===== src/shared/rio_consts.vh =====
// Purpose: constants of the relay io conditioning block
// Assumes: 100 MHz system clock, AXI4-Lite byte addresses
// Notes: definitions only
`ifndef RIO_CONSTS_VH
`define RIO_CONSTS_VH

// ----------------------------------------
// timing
// ----------------------------------------
`define RIO_CLK_PERIOD_NS 10
`define RIO_TICK_MS 1
// one ms of RIO_CLK_PERIOD_NS cycles, sized to the 17-bit tick counter
`define RIO_TICK_CYCLES 17'd100000
`define RIO_DEB_T1_MS 7'd20
`define RIO_DEB_T2_MS 7'd50
`define RIO_DEB_T3_MS 7'd100

// ----------------------------------------
// debounce selection codes
// ----------------------------------------
`define RIO_DEB_NONE 2'h0
`define RIO_DEB_20 2'h1
`define RIO_DEB_50 2'h2
`define RIO_DEB_100 2'h3

// ----------------------------------------
// register offsets
// ----------------------------------------
`define RIO_OFF_DEBOUNCE 8'h00
`define RIO_OFF_INVERT 8'h04
`define RIO_OFF_IN_STATE 8'h08
`define RIO_OFF_RELAY_STATE 8'h0c
`define RIO_OFF_ACK 8'h10
`define RIO_RELAY_REGION 2'h1
`define RIO_RELAY_SEL 2'h0
`define RIO_RELAY_CFG 2'h1
`define RIO_RELAY_HOLD 2'h2

// ----------------------------------------
// relay config fields
// ----------------------------------------
`define RIO_CFG_EN_LSB 0
`define RIO_CFG_INV_LSB 8
`define RIO_CFG_COLL_INV 16
`define RIO_CFG_MODE 17
`define RIO_CFG_LATCH 18

// ----------------------------------------
// reset values and bus answers
// ----------------------------------------
`define RIO_RST_DEBOUNCE 16'h0000
`define RIO_RST_INVERT 8'h00
`define RIO_RST_SEL 28'h0000000
`define RIO_RST_CFG 19'h00000
`define RIO_RST_HOLD 16'h0000
`define RIO_RESP_OKAY 2'h0
`define RIO_RESP_SLVERR 2'h2

`endif


===== src/core/rio_debounce.v =====
// Purpose: debounce and optional inversion of one digital input
// Assumes: raw input synchronous to CLK, one-cycle ms tick
// Notes: stable level needs limit+1 ticks so at least limit ms pass
`include "rio_consts.vh"
`timescale 1ns/100ps
`default_nettype none

module rio_debounce (
    input wire clk,
    input wire rst,
    input wire tick,
    input wire raw,
    input wire [1:0] deb_sel,
    input wire inv,
    output reg cond
);

reg stable;
reg [6:0] cnt;
reg [6:0] limit;

always @*
begin
    case (deb_sel)
        `RIO_DEB_20: limit = `RIO_DEB_T1_MS;
        `RIO_DEB_50: limit = `RIO_DEB_T2_MS;
        `RIO_DEB_100: limit = `RIO_DEB_T3_MS;
        default: limit = 7'h00;
    endcase
end

always @(posedge clk or posedge rst)
begin
    if (rst)
    begin
        stable <= 1'b0;
        cnt <= 7'h00;
        cond <= 1'b0;
    end
    else
    begin
        if (raw == stable)
            cnt <= 7'h00;
        else if (deb_sel == `RIO_DEB_NONE)
            stable <= raw;
        else if (tick)
        begin
            if (cnt == limit)
            begin
                stable <= raw;
                cnt <= 7'h00;
            end
            else
                cnt <= cnt + 7'h01;
        end
        cond <= stable ^ inv;
    end
end

endmodule // rio_debounce
`default_nettype wire


===== src/core/rio_relay.v =====
// Purpose: one output relay: assignment, inversion, latch, hold time
// Assumes: 16 assignable signals, one-cycle ms tick
// Notes: hold counter restarts on every change of the relay state
`include "rio_consts.vh"
`timescale 1ns/100ps
`default_nettype none

module rio_relay (
    input wire clk,
    input wire rst,
    input wire tick,
    input wire [15:0] sigs,
    input wire [27:0] sel,
    input wire [18:0] cfg,
    input wire [15:0] hold_ms,
    input wire ack,
    output reg coil,
    output reg state,
    output reg latch_q,
    output wire hold_busy
);

reg [16:0] hold_cnt;
wire [6:0] slot;
reg comb;
wire target;
genvar k;

generate
    for (k = 0; k < 7; k = k + 1)
    begin : g_slot
        assign slot[k] = cfg[`RIO_CFG_EN_LSB + k]
                         & (sigs[sel[4*k+3:4*k]] ^ cfg[`RIO_CFG_INV_LSB + k]);
    end
endgenerate

always @*
    comb = (|slot) ^ cfg[`RIO_CFG_COLL_INV];

assign hold_busy = (hold_cnt != 17'h00000);
// stored state persists even if latching is switched off later
assign target = comb | latch_q;

always @(posedge clk or posedge rst)
begin
    if (rst)
    begin
        state <= 1'b0;
        latch_q <= 1'b0;
        hold_cnt <= 17'h00000;
        coil <= 1'b0;
    end
    else
    begin
        if (cfg[`RIO_CFG_LATCH] && comb)
            latch_q <= 1'b1;
        else if (ack && !comb && !hold_busy)
            latch_q <= 1'b0;
        if (!hold_busy && target != state)
        begin
            state <= target;
            // one extra tick: the tick phase must never cut the hold short
            if (hold_ms == 16'h0000)
                hold_cnt <= 17'h00000;
            else
                hold_cnt <= {1'b0, hold_ms} + 17'h00001;
        end
        else if (tick && hold_busy)
            hold_cnt <= hold_cnt - 17'h00001;
        coil <= state ^ cfg[`RIO_CFG_MODE];
    end
end

endmodule // rio_relay
`default_nettype wire


===== src/core/rio_top.v =====
// Purpose: relay io conditioning with AXI4-Lite register access
// Assumes: all pin inputs synchronous to CLK
// Notes: eight inputs, four relays, signal set = inputs then functions
// Operation
// - a changed input is taken only after staying stable for none, 20, 50, 100 ms
// - each input has an inversion setting, inactive after reset
// - eight conditioned input signals are offered to the assignment logic
// - each relay is the OR of up to seven chosen assignable signals
// - every assigned signal can be inverted before the OR
// - the combined relay state can be inverted as a whole
// - operating mode picks working current or closed circuit energizing
// - without latching the relay follows its combined assigned signals
// - with latching a set relay state is stored until acknowledged
// - acknowledge counts only once initiators are inactive and hold time expired
// - after every change the relay keeps its new state for the hold time
//
// The register offsets and the AXI4-Lite register port were decided locally.
`include "rio_consts.vh"
`timescale 1ns/100ps
`default_nettype none

module rio_top #(
    parameter [16:0] TICK_CYCLES = `RIO_TICK_CYCLES
) (
    input wire CLK,
    input wire SYS_RST,
    input wire INPUT_SIGNAL_1,
    input wire INPUT_SIGNAL_2,
    input wire INPUT_SIGNAL_3,
    input wire INPUT_SIGNAL_4,
    input wire INPUT_SIGNAL_5,
    input wire INPUT_SIGNAL_6,
    input wire INPUT_SIGNAL_7,
    input wire INPUT_SIGNAL_8,
    input wire [7:0] FUNC_SIG,
    input wire ACK_IN,
    output wire [7:0] DI_COND,
    output wire [3:0] RELAY_OUT,
    input wire [7:0] S_AXI_AWADDR,
    input wire [2:0] S_AXI_AWPROT,
    input wire S_AXI_AWVALID,
    output wire S_AXI_AWREADY,
    input wire [31:0] S_AXI_WDATA,
    input wire [3:0] S_AXI_WSTRB,
    input wire S_AXI_WVALID,
    output wire S_AXI_WREADY,
    output reg [1:0] S_AXI_BRESP,
    output reg S_AXI_BVALID,
    input wire S_AXI_BREADY,
    input wire [7:0] S_AXI_ARADDR,
    input wire [2:0] S_AXI_ARPROT,
    input wire S_AXI_ARVALID,
    output wire S_AXI_ARREADY,
    output reg [31:0] S_AXI_RDATA,
    output reg [1:0] S_AXI_RRESP,
    output reg S_AXI_RVALID,
    input wire S_AXI_RREADY
);

// ----------------------------------------
// declarations
// ----------------------------------------
localparam [16:0] TICK_LAST = TICK_CYCLES - 17'h00001;

reg [16:0] tick_cnt;
reg tick;
reg [15:0] deb_cfg;
reg [7:0] inv_cfg;
reg [27:0] rel_sel [0:3];
reg [18:0] rel_cfg [0:3];
reg [15:0] rel_hold [0:3];
reg [3:0] ack_pulse;
reg aw_held;
reg w_held;
reg [7:0] aw_addr;
reg [31:0] w_data;
reg [3:0] w_strb;
reg wr_hit;
reg [31:0] rd_data;
reg rd_hit;
reg [31:0] wmask;
reg [31:0] old_val;
wire [31:0] new_val;
wire wr_go;
wire rd_go;
wire [7:0] raw_in;
wire [15:0] sig_set;
wire [3:0] rel_state;
wire [3:0] rel_latch;
wire [3:0] rel_busy;
wire [1:0] wr_rel;
wire [1:0] rd_rel;
wire [7:0] rd_word;
genvar i;

assign raw_in = {INPUT_SIGNAL_8, INPUT_SIGNAL_7, INPUT_SIGNAL_6, INPUT_SIGNAL_5,
                 INPUT_SIGNAL_4, INPUT_SIGNAL_3, INPUT_SIGNAL_2, INPUT_SIGNAL_1};
assign sig_set = {FUNC_SIG, DI_COND};

// ----------------------------------------
// millisecond time base
// ----------------------------------------
always @(posedge CLK or posedge SYS_RST)
begin
    if (SYS_RST)
    begin
        tick_cnt <= 17'h00000;
        tick <= 1'b0;
    end
    else if (tick_cnt == TICK_LAST)
    begin
        tick_cnt <= 17'h00000;
        tick <= 1'b1;
    end
    else
    begin
        tick_cnt <= tick_cnt + 17'h00001;
        tick <= 1'b0;
    end
end

// ----------------------------------------
// input conditioning
// ----------------------------------------
generate
    for (i = 0; i < 8; i = i + 1)
    begin : g_in
        rio_debounce u_deb (
            .clk(CLK),
            .rst(SYS_RST),
            .tick(tick),
            .raw(raw_in[i]),
            .deb_sel(deb_cfg[2*i+1:2*i]),
            .inv(inv_cfg[i]),
            .cond(DI_COND[i])
        );
    end
endgenerate

// ----------------------------------------
// output relays
// ----------------------------------------
generate
    for (i = 0; i < 4; i = i + 1)
    begin : g_rel
        rio_relay u_rel (
            .clk(CLK),
            .rst(SYS_RST),
            .tick(tick),
            .sigs(sig_set),
            .sel(rel_sel[i]),
            .cfg(rel_cfg[i]),
            .hold_ms(rel_hold[i]),
            .ack(ack_pulse[i] | ACK_IN),
            .coil(RELAY_OUT[i]),
            .state(rel_state[i]),
            .latch_q(rel_latch[i]),
            .hold_busy(rel_busy[i])
        );
    end
endgenerate

// ----------------------------------------
// bus write channel
// ----------------------------------------
// address and data may arrive in either order; each is parked until both exist
assign S_AXI_AWREADY = ~aw_held;
assign S_AXI_WREADY = ~w_held;
assign wr_go = aw_held & w_held & ~S_AXI_BVALID;
assign wr_rel = aw_addr[5:4];

always @*
begin
    wmask = {{8{w_strb[3]}}, {8{w_strb[2]}}, {8{w_strb[1]}}, {8{w_strb[0]}}};
    wr_hit = 1'b1;
    old_val = 32'h00000000;
    if (aw_addr == `RIO_OFF_DEBOUNCE)
        old_val = {16'h0000, deb_cfg};
    else if (aw_addr == `RIO_OFF_INVERT)
        old_val = {24'h000000, inv_cfg};
    else if (aw_addr == `RIO_OFF_ACK)
        old_val = 32'h00000000;
    else if (aw_addr[7:6] == `RIO_RELAY_REGION && aw_addr[3:2] == `RIO_RELAY_SEL)
        old_val = {4'h0, rel_sel[wr_rel]};
    else if (aw_addr[7:6] == `RIO_RELAY_REGION && aw_addr[3:2] == `RIO_RELAY_CFG)
        old_val = {13'h0000, rel_cfg[wr_rel]};
    else if (aw_addr[7:6] == `RIO_RELAY_REGION && aw_addr[3:2] == `RIO_RELAY_HOLD)
        old_val = {16'h0000, rel_hold[wr_rel]};
    else
        wr_hit = 1'b0;
end

assign new_val = (old_val & ~wmask) | (w_data & wmask);

always @(posedge CLK or posedge SYS_RST)
begin
    if (SYS_RST)
    begin
        aw_held <= 1'b0;
        w_held <= 1'b0;
        aw_addr <= 8'h00;
        w_data <= 32'h00000000;
        w_strb <= 4'h0;
        S_AXI_BVALID <= 1'b0;
        S_AXI_BRESP <= `RIO_RESP_OKAY;
    end
    else
    begin
        if (S_AXI_AWVALID && !aw_held)
        begin
            aw_held <= 1'b1;
            aw_addr <= {S_AXI_AWADDR[7:2], 2'h0};
        end
        if (S_AXI_WVALID && !w_held)
        begin
            w_held <= 1'b1;
            w_data <= S_AXI_WDATA;
            w_strb <= S_AXI_WSTRB;
        end
        if (wr_go)
        begin
            aw_held <= 1'b0;
            w_held <= 1'b0;
            S_AXI_BVALID <= 1'b1;
            S_AXI_BRESP <= wr_hit ? `RIO_RESP_OKAY : `RIO_RESP_SLVERR;
        end
        else if (S_AXI_BREADY)
            S_AXI_BVALID <= 1'b0;
    end
end

// ----------------------------------------
// configuration registers
// ----------------------------------------
generate
    for (i = 0; i < 4; i = i + 1)
    begin : g_cfg
        always @(posedge CLK or posedge SYS_RST)
        begin
            if (SYS_RST)
            begin
                rel_sel[i] <= `RIO_RST_SEL;
                rel_cfg[i] <= `RIO_RST_CFG;
                rel_hold[i] <= `RIO_RST_HOLD;
            end
            else if (wr_go && wr_hit && aw_addr[7:6] == `RIO_RELAY_REGION
                     && {30'h00000000, wr_rel} == i)
            begin
                if (aw_addr[3:2] == `RIO_RELAY_SEL)
                    rel_sel[i] <= new_val[27:0];
                else if (aw_addr[3:2] == `RIO_RELAY_CFG)
                    rel_cfg[i] <= new_val[18:0];
                else if (aw_addr[3:2] == `RIO_RELAY_HOLD)
                    rel_hold[i] <= new_val[15:0];
            end
        end
    end
endgenerate

always @(posedge CLK or posedge SYS_RST)
begin
    if (SYS_RST)
    begin
        deb_cfg <= `RIO_RST_DEBOUNCE;
        inv_cfg <= `RIO_RST_INVERT;
        ack_pulse <= 4'h0;
    end
    else
    begin
        ack_pulse <= 4'h0;
        if (wr_go && aw_addr == `RIO_OFF_DEBOUNCE)
            deb_cfg <= new_val[15:0];
        else if (wr_go && aw_addr == `RIO_OFF_INVERT)
            inv_cfg <= new_val[7:0];
        else if (wr_go && aw_addr == `RIO_OFF_ACK)
            ack_pulse <= new_val[3:0];
    end
end

// ----------------------------------------
// bus read channel
// ----------------------------------------
assign S_AXI_ARREADY = ~S_AXI_RVALID;
assign rd_go = S_AXI_ARVALID & ~S_AXI_RVALID;
assign rd_rel = S_AXI_ARADDR[5:4];
assign rd_word = {S_AXI_ARADDR[7:2], 2'h0};

always @*
begin
    rd_hit = 1'b1;
    rd_data = 32'h00000000;
    if (rd_word == `RIO_OFF_DEBOUNCE)
        rd_data = {16'h0000, deb_cfg};
    else if (rd_word == `RIO_OFF_INVERT)
        rd_data = {24'h000000, inv_cfg};
    else if (rd_word == `RIO_OFF_IN_STATE)
        rd_data = {24'h000000, DI_COND};
    else if (rd_word == `RIO_OFF_RELAY_STATE)
        rd_data = {4'h0, rel_busy, 4'h0, rel_latch, 4'h0, rel_state, 4'h0, RELAY_OUT};
    else if (rd_word == `RIO_OFF_ACK)
        rd_data = 32'h00000000;
    else if (S_AXI_ARADDR[7:6] == `RIO_RELAY_REGION && S_AXI_ARADDR[3:2] == `RIO_RELAY_SEL)
        rd_data = {4'h0, rel_sel[rd_rel]};
    else if (S_AXI_ARADDR[7:6] == `RIO_RELAY_REGION && S_AXI_ARADDR[3:2] == `RIO_RELAY_CFG)
        rd_data = {13'h0000, rel_cfg[rd_rel]};
    else if (S_AXI_ARADDR[7:6] == `RIO_RELAY_REGION && S_AXI_ARADDR[3:2] == `RIO_RELAY_HOLD)
        rd_data = {16'h0000, rel_hold[rd_rel]};
    else
        rd_hit = 1'b0;
end

always @(posedge CLK or posedge SYS_RST)
begin
    if (SYS_RST)
    begin
        S_AXI_RVALID <= 1'b0;
        S_AXI_RDATA <= 32'h00000000;
        S_AXI_RRESP <= `RIO_RESP_OKAY;
    end
    else if (rd_go)
    begin
        S_AXI_RVALID <= 1'b1;
        S_AXI_RDATA <= rd_data;
        S_AXI_RRESP <= rd_hit ? `RIO_RESP_OKAY : `RIO_RESP_SLVERR;
    end
    else if (S_AXI_RREADY)
        S_AXI_RVALID <= 1'b0;
end

endmodule // rio_top
`default_nettype wire


===== config.mk =====
export PLATFORM = sky130hd
export DESIGN_NAME = rio_top
export DESIGN_NICKNAME = d
export VERILOG_FILES = /design/src/core/rio_debounce.v /design/src/core/rio_relay.v /design/src/core/rio_top.v
export VERILOG_INCLUDE_DIRS = /design/src /design/src/shared
export SDC_FILE = /design/constraint.sdc
export NUM_CORES = 2
export LEC_CHECK = 0
export BUFFER_PORTS_ARGS = -buffer_cell sky130_fd_sc_hd__clkbuf_2
export CAP_MARGIN = 10
export CELL_PAD_IN_SITES_DETAIL_PLACEMENT = 0
export CELL_PAD_IN_SITES_GLOBAL_PLACEMENT = 1
export CORE_MARGIN = 2
export CORE_UTILIZATION = 54
export DETAILED_ROUTE_END_ITERATION = 6
export PLACE_DENSITY = 0.92
export SETUP_SLACK_MARGIN = 0.02
export SKIP_LAST_GASP = 1
export SYNTH_ARGS = -nofsm -noshare
export SYNTH_HDL_FRONTEND = slang
export SYNTH_SLANG_ARGS = --single-unit

===== constraint.sdc =====
create_clock -name CLK -period 34.4 [get_ports CLK]
set_input_delay 1.72 -clock CLK [delete_from_list [all_inputs] [get_ports CLK]]
set_output_delay 1.72 -clock CLK [all_outputs]
set_load 0.05 [all_outputs]

# Yosys cells after proc, flatten, opt, wreduce, memory -nomap -nowiden
# Index checks and enable logic that the tools add are counted.
[classes]
reduce_logical = 137
shifts = 0
n_lt_le_gt_ge = 30
n_bitwise = 104
n_mux = 201
n_addsub = 17
eq_ne = 68
mul = 0
n_div = 0
[op_table]
columns = ["cell", "count"]
rows = [
  ["28-bit 2-to-1 mux", 14],
  ["7-bit 2-to-1 mux", 32],
  ["17-bit 2-to-1 mux", 13],
  ["7-bit case mux with 3 select lines", 8],
  ["4-bit by 5-bit < comparator with 1-bit output (second input constant)", 28],
  ["19-bit 2-to-1 mux", 6],
  ["1-bit binary-select mux with 4-bit select", 28],
  ["28-bit binary-select mux with 2-bit select", 2],
  ["16-bit 2-to-1 mux", 6],
  ["1-bit 2-to-1 mux", 83],
  ["19-bit binary-select mux with 2-bit select", 2],
  ["2-bit nonzero test", 36],
  ["16-bit by 1-bit adder with 17-bit output (second input constant)", 4],
  ["17-bit nonzero test", 4],
  ["17-bit by 1-bit subtractor with 17-bit output (second input constant)", 4],
  ["16-bit binary-select mux with 2-bit select", 2],
  ["16-bit zero test", 4],
  ["7-bit by 1-bit adder with 7-bit output (second input constant)", 8],
  ["28-bit AND", 2],
  ["7-bit == test", 8],
  ["1-bit XOR", 44],
  ["2-bit == test (second input constant)", 20],
  ["1-bit logical AND", 37],
  ["3-bit AND reduction", 12],
  ["24 further kinds", 150],
]
[totals]
inputBits = 82
mem_bits_ro = 0
latch_bits = 0
wordCells = 624
mem_bits_rw = 0
out_inout_bits = 53
n_memories = 0
register_bits = 528

# Depth between registers and ports, before layout
[logic_depth]
depth_word = 15
depth_mapped = 12

# Modules after synthesis
# From an unflattened synthesis, not the netlist that was laid out.
[unflattened]
cells_unflattened = 3327
hier_area_um2 = 34361.7
[modules_own_cells]
columns = ["mod", "seq_area_each_um2", "cells_per_inst", "area_per_inst_um2", "n_inst"]
rows = [
  ["rio_top", 9258.9, 1737, 18814.3, 1],
  ["rio_debounce", 225.2, 65, 656.9, 8],
  ["rio_relay at g_rel[0].u_rel ...", 500.5, 244, 2473.6, 2],
  ["rio_relay at g_rel[3].u_rel", 500.5, 300, 2747.6, 1],
  ["rio_relay at g_rel[2].u_rel", 500.5, 282, 2597.5, 1],
]

# Worst setup path after synthesis
# No wires, ideal clock.
[synth_path]
kind = "input port to flip-flop"
start = "input FUNC_SIG[1]"
end = "register g_rel[2].u_rel.hold_cnt[2]"
setup_slack_ns = 29.707
path_stages = 10
arrival_time_ns = 4.559
path_cell_list = "clkbuf_1 mux4_2 mux4_2 xor2_1 a221oi_1 and4b_1 mux2_2 mux2i_1 clkbuf_1 o21ai_0"
[synth_via]
elab_chain_len = 10
[synth_rtl]
columns = ["element", "line_no", "text"]
rows = [
  ["from (decl)", "rio_top.v:35", "input wire [7:0] FUNC_SIG,"],
  ["1-bit binary-select mux with 4-bit select", "rio_relay.v:33", "& (sigs[sel[4*k+3:4*k]] ^ cfg[`RIO_CFG_INV_LSB + k]);"],
  ["1-bit 2-to-1 mux (implied by the code)", "rio_relay.v:33", ""],
  ["1-bit XOR", "rio_relay.v:33", ""],
  ["1-bit AND", "rio_relay.v:32", "assign slot[k] = cfg[`RIO_CFG_EN_LSB + k]"],
  ["7-bit OR reduction *", "rio_relay.v:38", "comb = (|slot) ^ cfg[`RIO_CFG_COLL_INV];"],
  ["1-bit XOR *", "rio_relay.v:38", ""],
  ["1-bit bitwise OR *", "rio_relay.v:42", "assign target = comb | latch_q;"],
  ["1-bit != test *", "rio_relay.v:59", "if (!hold_busy && target != state)"],
  ["1-bit logical AND *", "rio_relay.v:59", ""],
  ["17-bit 2-to-1 mux / 2-bit nonzero test (equally long branches)", "-", ""],
  ["to (signal assigned)", "rio_relay.v:66", "hold_cnt <= {1'b0, hold_ms} + 17'h00001;"],
  ["to (signal assigned)", "rio_relay.v:69", "hold_cnt <= hold_cnt - 17'h00001;"],
  ["to (decl)", "rio_relay.v:23", "reg [16:0] hold_cnt;"],
]
# Mark *: on every way between the ends. The rest lies on a longest branch, timed or not. The select of a mux whose other input is x is not followed.
# A chain may end at the register's enable or synchronous reset.

# Worst setup path in the final report
[layout_path]
start = "input FUNC_SIG[2]"
end = "register g_rel[1].u_rel.hold_cnt[15]"
[layout_via]
elab_chain_len = 10
[layout_rtl]
columns = ["element", "line_no"]
rows = [
  ["1-bit binary-select mux with 4-bit select", "rio_relay.v:33"],
  ["1-bit 2-to-1 mux (implied by the code)", "rio_relay.v:33"],
  ["1-bit XOR", "rio_relay.v:33"],
  ["1-bit AND", "rio_relay.v:32"],
  ["7-bit OR reduction *", "rio_relay.v:38"],
  ["1-bit XOR *", "rio_relay.v:38"],
  ["1-bit bitwise OR *", "rio_relay.v:42"],
  ["1-bit != test *", "rio_relay.v:59"],
  ["1-bit logical AND *", "rio_relay.v:59"],
  ["17-bit 2-to-1 mux / 2-bit nonzero test (equally long branches)", "-"],
  ["to (signal assigned)", "rio_relay.v:66"],
  ["to (signal assigned)", "rio_relay.v:69"],
  ["to (decl)", "rio_relay.v:23"],
]
# Marks and branches as above.

==> out/results.ini <==
[hold_path]
min_path_cells=1
timing.hold.worst.start=tick_cnt[4]
hold_path_end=tick_cnt[4]
hold_class=reg2reg

[cts]
clkTransAtPathRegs_ns=0.06
cts_root_buf=sky130_fd_sc_hd__clkbuf_16
postCtsHoldBufs=0
htree_num_levels=2
ctsLongestPathBuffers=3
clkSinkCount=522
clk_latency_ns=0.66
cts_repair_resize_count=0
cts.repair_timing.setup_buffer_count=0
tritoncts=yes
total_cts_buffers=56

[grt]
grt-ovfl-total=0
first_global_vias=25100
grt_max_degree=109
grt_use_total_pct=32.4
grt_antenna_before_repair=3
grt_first_pass_wirelength_um=150000

[timing]
final_max_slew_viol_count=0
post_route_setup_tns_ns=0
period_needed_ns=5.51
max_slew_margin_pct=18.1
finalWorstSetupSlack_ns=28.89
worst-slew-pin-transition_ns=1.20
final_min_period_over_clock_period_pct=16.0
worst_clock_skew_ns=0.0382
final_hold_viol_count=0
max_freq_ghz=0.181
unrepaired_setup_endpoints_after_global_routing=false
finalSetupViolations=0

[synthesis]
synth.largest_area_cell=sky130_fd_sc_hd__dfrtp_1
synth_async_sr_flop_share_pct=100
syn_inst=3073
synth-seq-area-share_pct=40.9
syn-cell-area_sq_mm=0.0320
dominantRegCellSynth=sky130_fd_sc_hd__dfrtp_1
synth.lib_cells_used.distinct=73
syn_avg_cell_area_sq_um=10.4
yosys.area.top_type_share_pct=40.9
number_of_flops_mapped_to_enable_cells_by_yosys=0
yosys-top-cells-area=sky130_fd_sc_hd__dfrtp_1 41%, sky130_fd_sc_hd__mux4_2 17%, sky130_fd_sc_hd__o21ai_0 6.5%, sky130_fd_sc_hd__nand2_1 5.2%, sky130_fd_sc_hd__xor2_1 3.0%
ys.warnings.count=0
synth.ff_latch_count=522

[setup_path]
critical_path.n_buffers_inverters=1
timing.critical_path.to_type=register
cpMostUsedCell=sky130_fd_sc_hd__xor2_1
worst_r2r_endpoint=g_rel[1].u_rel.hold_cnt[15]
critPathMaxFanout=28
rr_startpoint=g_in[5].u_deb.cond
timing.critical_path.cells=clkbuf_2 > mux4_1 > mux4_2 > xor2_1 > a2111o_1 > or4_4 > mux2i_1 > xor2_1 > nand2_2 > o21ai_0
startpoint_type=input pin
critPathSlowestCell=sky130_fd_sc_hd__mux4_1
worst-setup-path-type=in2reg
reg2reg_slack_ns=29.86
critical_path_arrival_ns=6.04
worst_path_dominant_cell_family=multiplexers
critPathRequiredTime_ns=34.93
ff2ff_path_depth=10
critPathMaxStageDelay_ns=0.69

[cells_and_area]
synthToLayoutAreaGrowth_pct=8.90
layout.core_utilization_pct=59.2
register_area_sq_mm=0.0131
final.fill_count=4708
post_route_cells_drive_above_1_share_pct=19.2
nets=3185
antennaDiodeCount=0
fin_cells=3849
combined_area_of_the_multi_input_logic_cells_sq_mm=0.0176

[pwr]
leakage_nw=14.0
worst_ir_drop_vdd_v=0.0000594
pwr_density_cell_mw_per_mm2=84.9
p_total_mw=2.96

[detailed_routing]
totalWireLength_um=97400
via_count=25700
drcViolationCount=3
drt_pre_antenna_iters=7
drt_iter0_drc=3061
vias_per_cell=6.69
ant_nets=0
wire_per_inst_um=25.3

[place]
post_placement_cell_count=3747
detailed_placement_hpwl_um=67700
placement.setup.worst_slack_ns=28.37
port_buffers=114
finalWeightedCongestion=0.978

[run_status]
violated_checks=DRC
outcome=finished with violations

[floorplanning]
placement_rows=89
die_h_um=247
ioPinCount=135
design.core.area_sq_mm=0.0588
dieWidth_um=247
dieArea_sq_mm=0.0612
start_util_pct=54.4

[run]
cap_viol_max_count=0

==> power breakdown <==
group	total [mW]	internal (mW)	leakage, nW	switching (mW)
sequential	1.11	0.782	6.73	0.325
combinational	1.20	0.559	6.28	0.643
clock	0.647	0.388	0.962	0.260
==> cells in the mapped netlist, drive strengths merged (6+ instances only) <==
cell,count
o211ai,10
nor2b,25
or3,11
a21o,14
ha,69
nand3,74
a22oi,66
a221oi,14
clkbuf,218
buf,45
and3,18
o21a,6
or4,7
xnor2,82
inv,68
nand4,26
dfrtp,522
mux2i,48
xor2,110
o22ai,27
nor4,33
nand2b,32
nand2,442
a21oi,49
mux4,250
o21ai,427
a222oi,7
nor4b,6
nor2,142
mux2,54
or2,8
nor3b,11
a22o,18
and2,15
nor3,52
o31ai,18
==> through the flow <==
stage / hold WS, ns / instance area, sq um
after floorplan: 0.446 / 32000
after CTS: 0.486 / 34800
after detailed placement: 0.468 / 32900
after global placement: 0.462 / 32900
final: 0.480 / 34800
after global routing: 0.498 / 34800
==> layout make-up <==
type | count | area share (%)
timing repair buffer | 161 | 2.67
clock inverter | 21 | 0.916
multi-input combinational | 2225 | 50.7
tap | 773 | 2.78
sequential | 522 | 37.5
clock buffer | 79 | 4.68
inverter | 68 | 0.755
==> kinds of logic after synthesis <==
group / share of synthesized area [%]
DFF: 40.9
AOI/OAI and AO/OA: 12.6
buffers and inverters: 4.19
adders and majority gates: 2.70
other: 0.0117
and+or+nand+nor: 13.3
muxes: 21.1
xor gates and xnor gates: 5.26
==> flip-flops by register name (all words and copies together) (netlist names), 4 cells and up <==
register / flops
w_strb: 4
g_rel.u_rel.hold_cnt: 68
deb_cfg: 16
g_rel.u_rel.state: 4
ack_pulse: 4
aw_addr: 6
g_in.u_deb.cond: 8
S_AXI_RDATA: 28
rel_hold: 64
g_in.u_deb.cnt: 56
g_rel.u_rel.latch_q: 4
inv_cfg: 8
tick_cnt: 17
rel_cfg: 76
g_rel.u_rel.coil: 4
rel_sel: 112
w_data: 28
g_in.u_deb.stable: 8
==> per-layer routing <==
metal,wire length (um),GRT usage [%]
met1,35800,42.0
met2,43600,48.9
met3,11400,9.03
met4,6560,19.1
met5,28,0
==> how the worst max path moves through the flow <==
stage / cells past startpoint / slack, ns / startpoint / endpoint
after floorplan: 1 / 18.10 / SYS_RST / S_AXI_BRESP[1]
after global placement: 10 / 28.47 / FUNC_SIG[4] / g_rel[1].u_rel.hold_cnt[9]
after detailed placement: 10 / 28.37 / FUNC_SIG[1] / g_rel[1].u_rel.hold_cnt[15]
after CTS: 10 / 29.03 / FUNC_SIG[5] / g_rel[1].u_rel.hold_cnt[15]
after global routing: 10 / 28.84 / FUNC_SIG[5] / g_rel[1].u_rel.hold_cnt[9]
final: 10 / 28.89 / FUNC_SIG[2] / g_rel[1].u_rel.hold_cnt[15]
==> worst register-to-register path, stage by stage (launching register included) <==
cell	delay (ns)
sky130_fd_sc_hd__dfrtp_1	0.41
sky130_fd_sc_hd__buf_4	0.29
sky130_fd_sc_hd__mux4_1	0.59
sky130_fd_sc_hd__mux4_2	0.52
sky130_fd_sc_hd__xor2_1	0.18
sky130_fd_sc_hd__a2111o_1	0.44
sky130_fd_sc_hd__or4_4	0.59
sky130_fd_sc_hd__mux2i_1	0.56
sky130_fd_sc_hd__xor2_1	0.27
sky130_fd_sc_hd__nand2_2	0.30
sky130_fd_sc_hd__o21ai_0	0.29
==> cells in the final DEF, fill, tap and decap left out, drive strengths merged, types with 7 or more instances in the layout <==
master	instances
dfrtp	522
nand2	442
o21ai	427
mux4	250
clkbuf	191
nor2	142
xor2	110
xnor2	82
nand3	74
inv	70
ha	69
a22oi	66
mux2	54
nor3	52
a21oi	49
buf	49
mux2i	48
nor4	33
nand2b	32
o22ai	27
nand4	26
nor2b	25
and3	18
o31ai	18
a22o	18
and2	15
a21o	14
a221oi	14
or3	11
nor3b	11
o211ai	10
clkinv	10
or2	8
bufinv	8
a222oi	7
or4	7
Note: power is estimated with default switching activity, not from simulation.
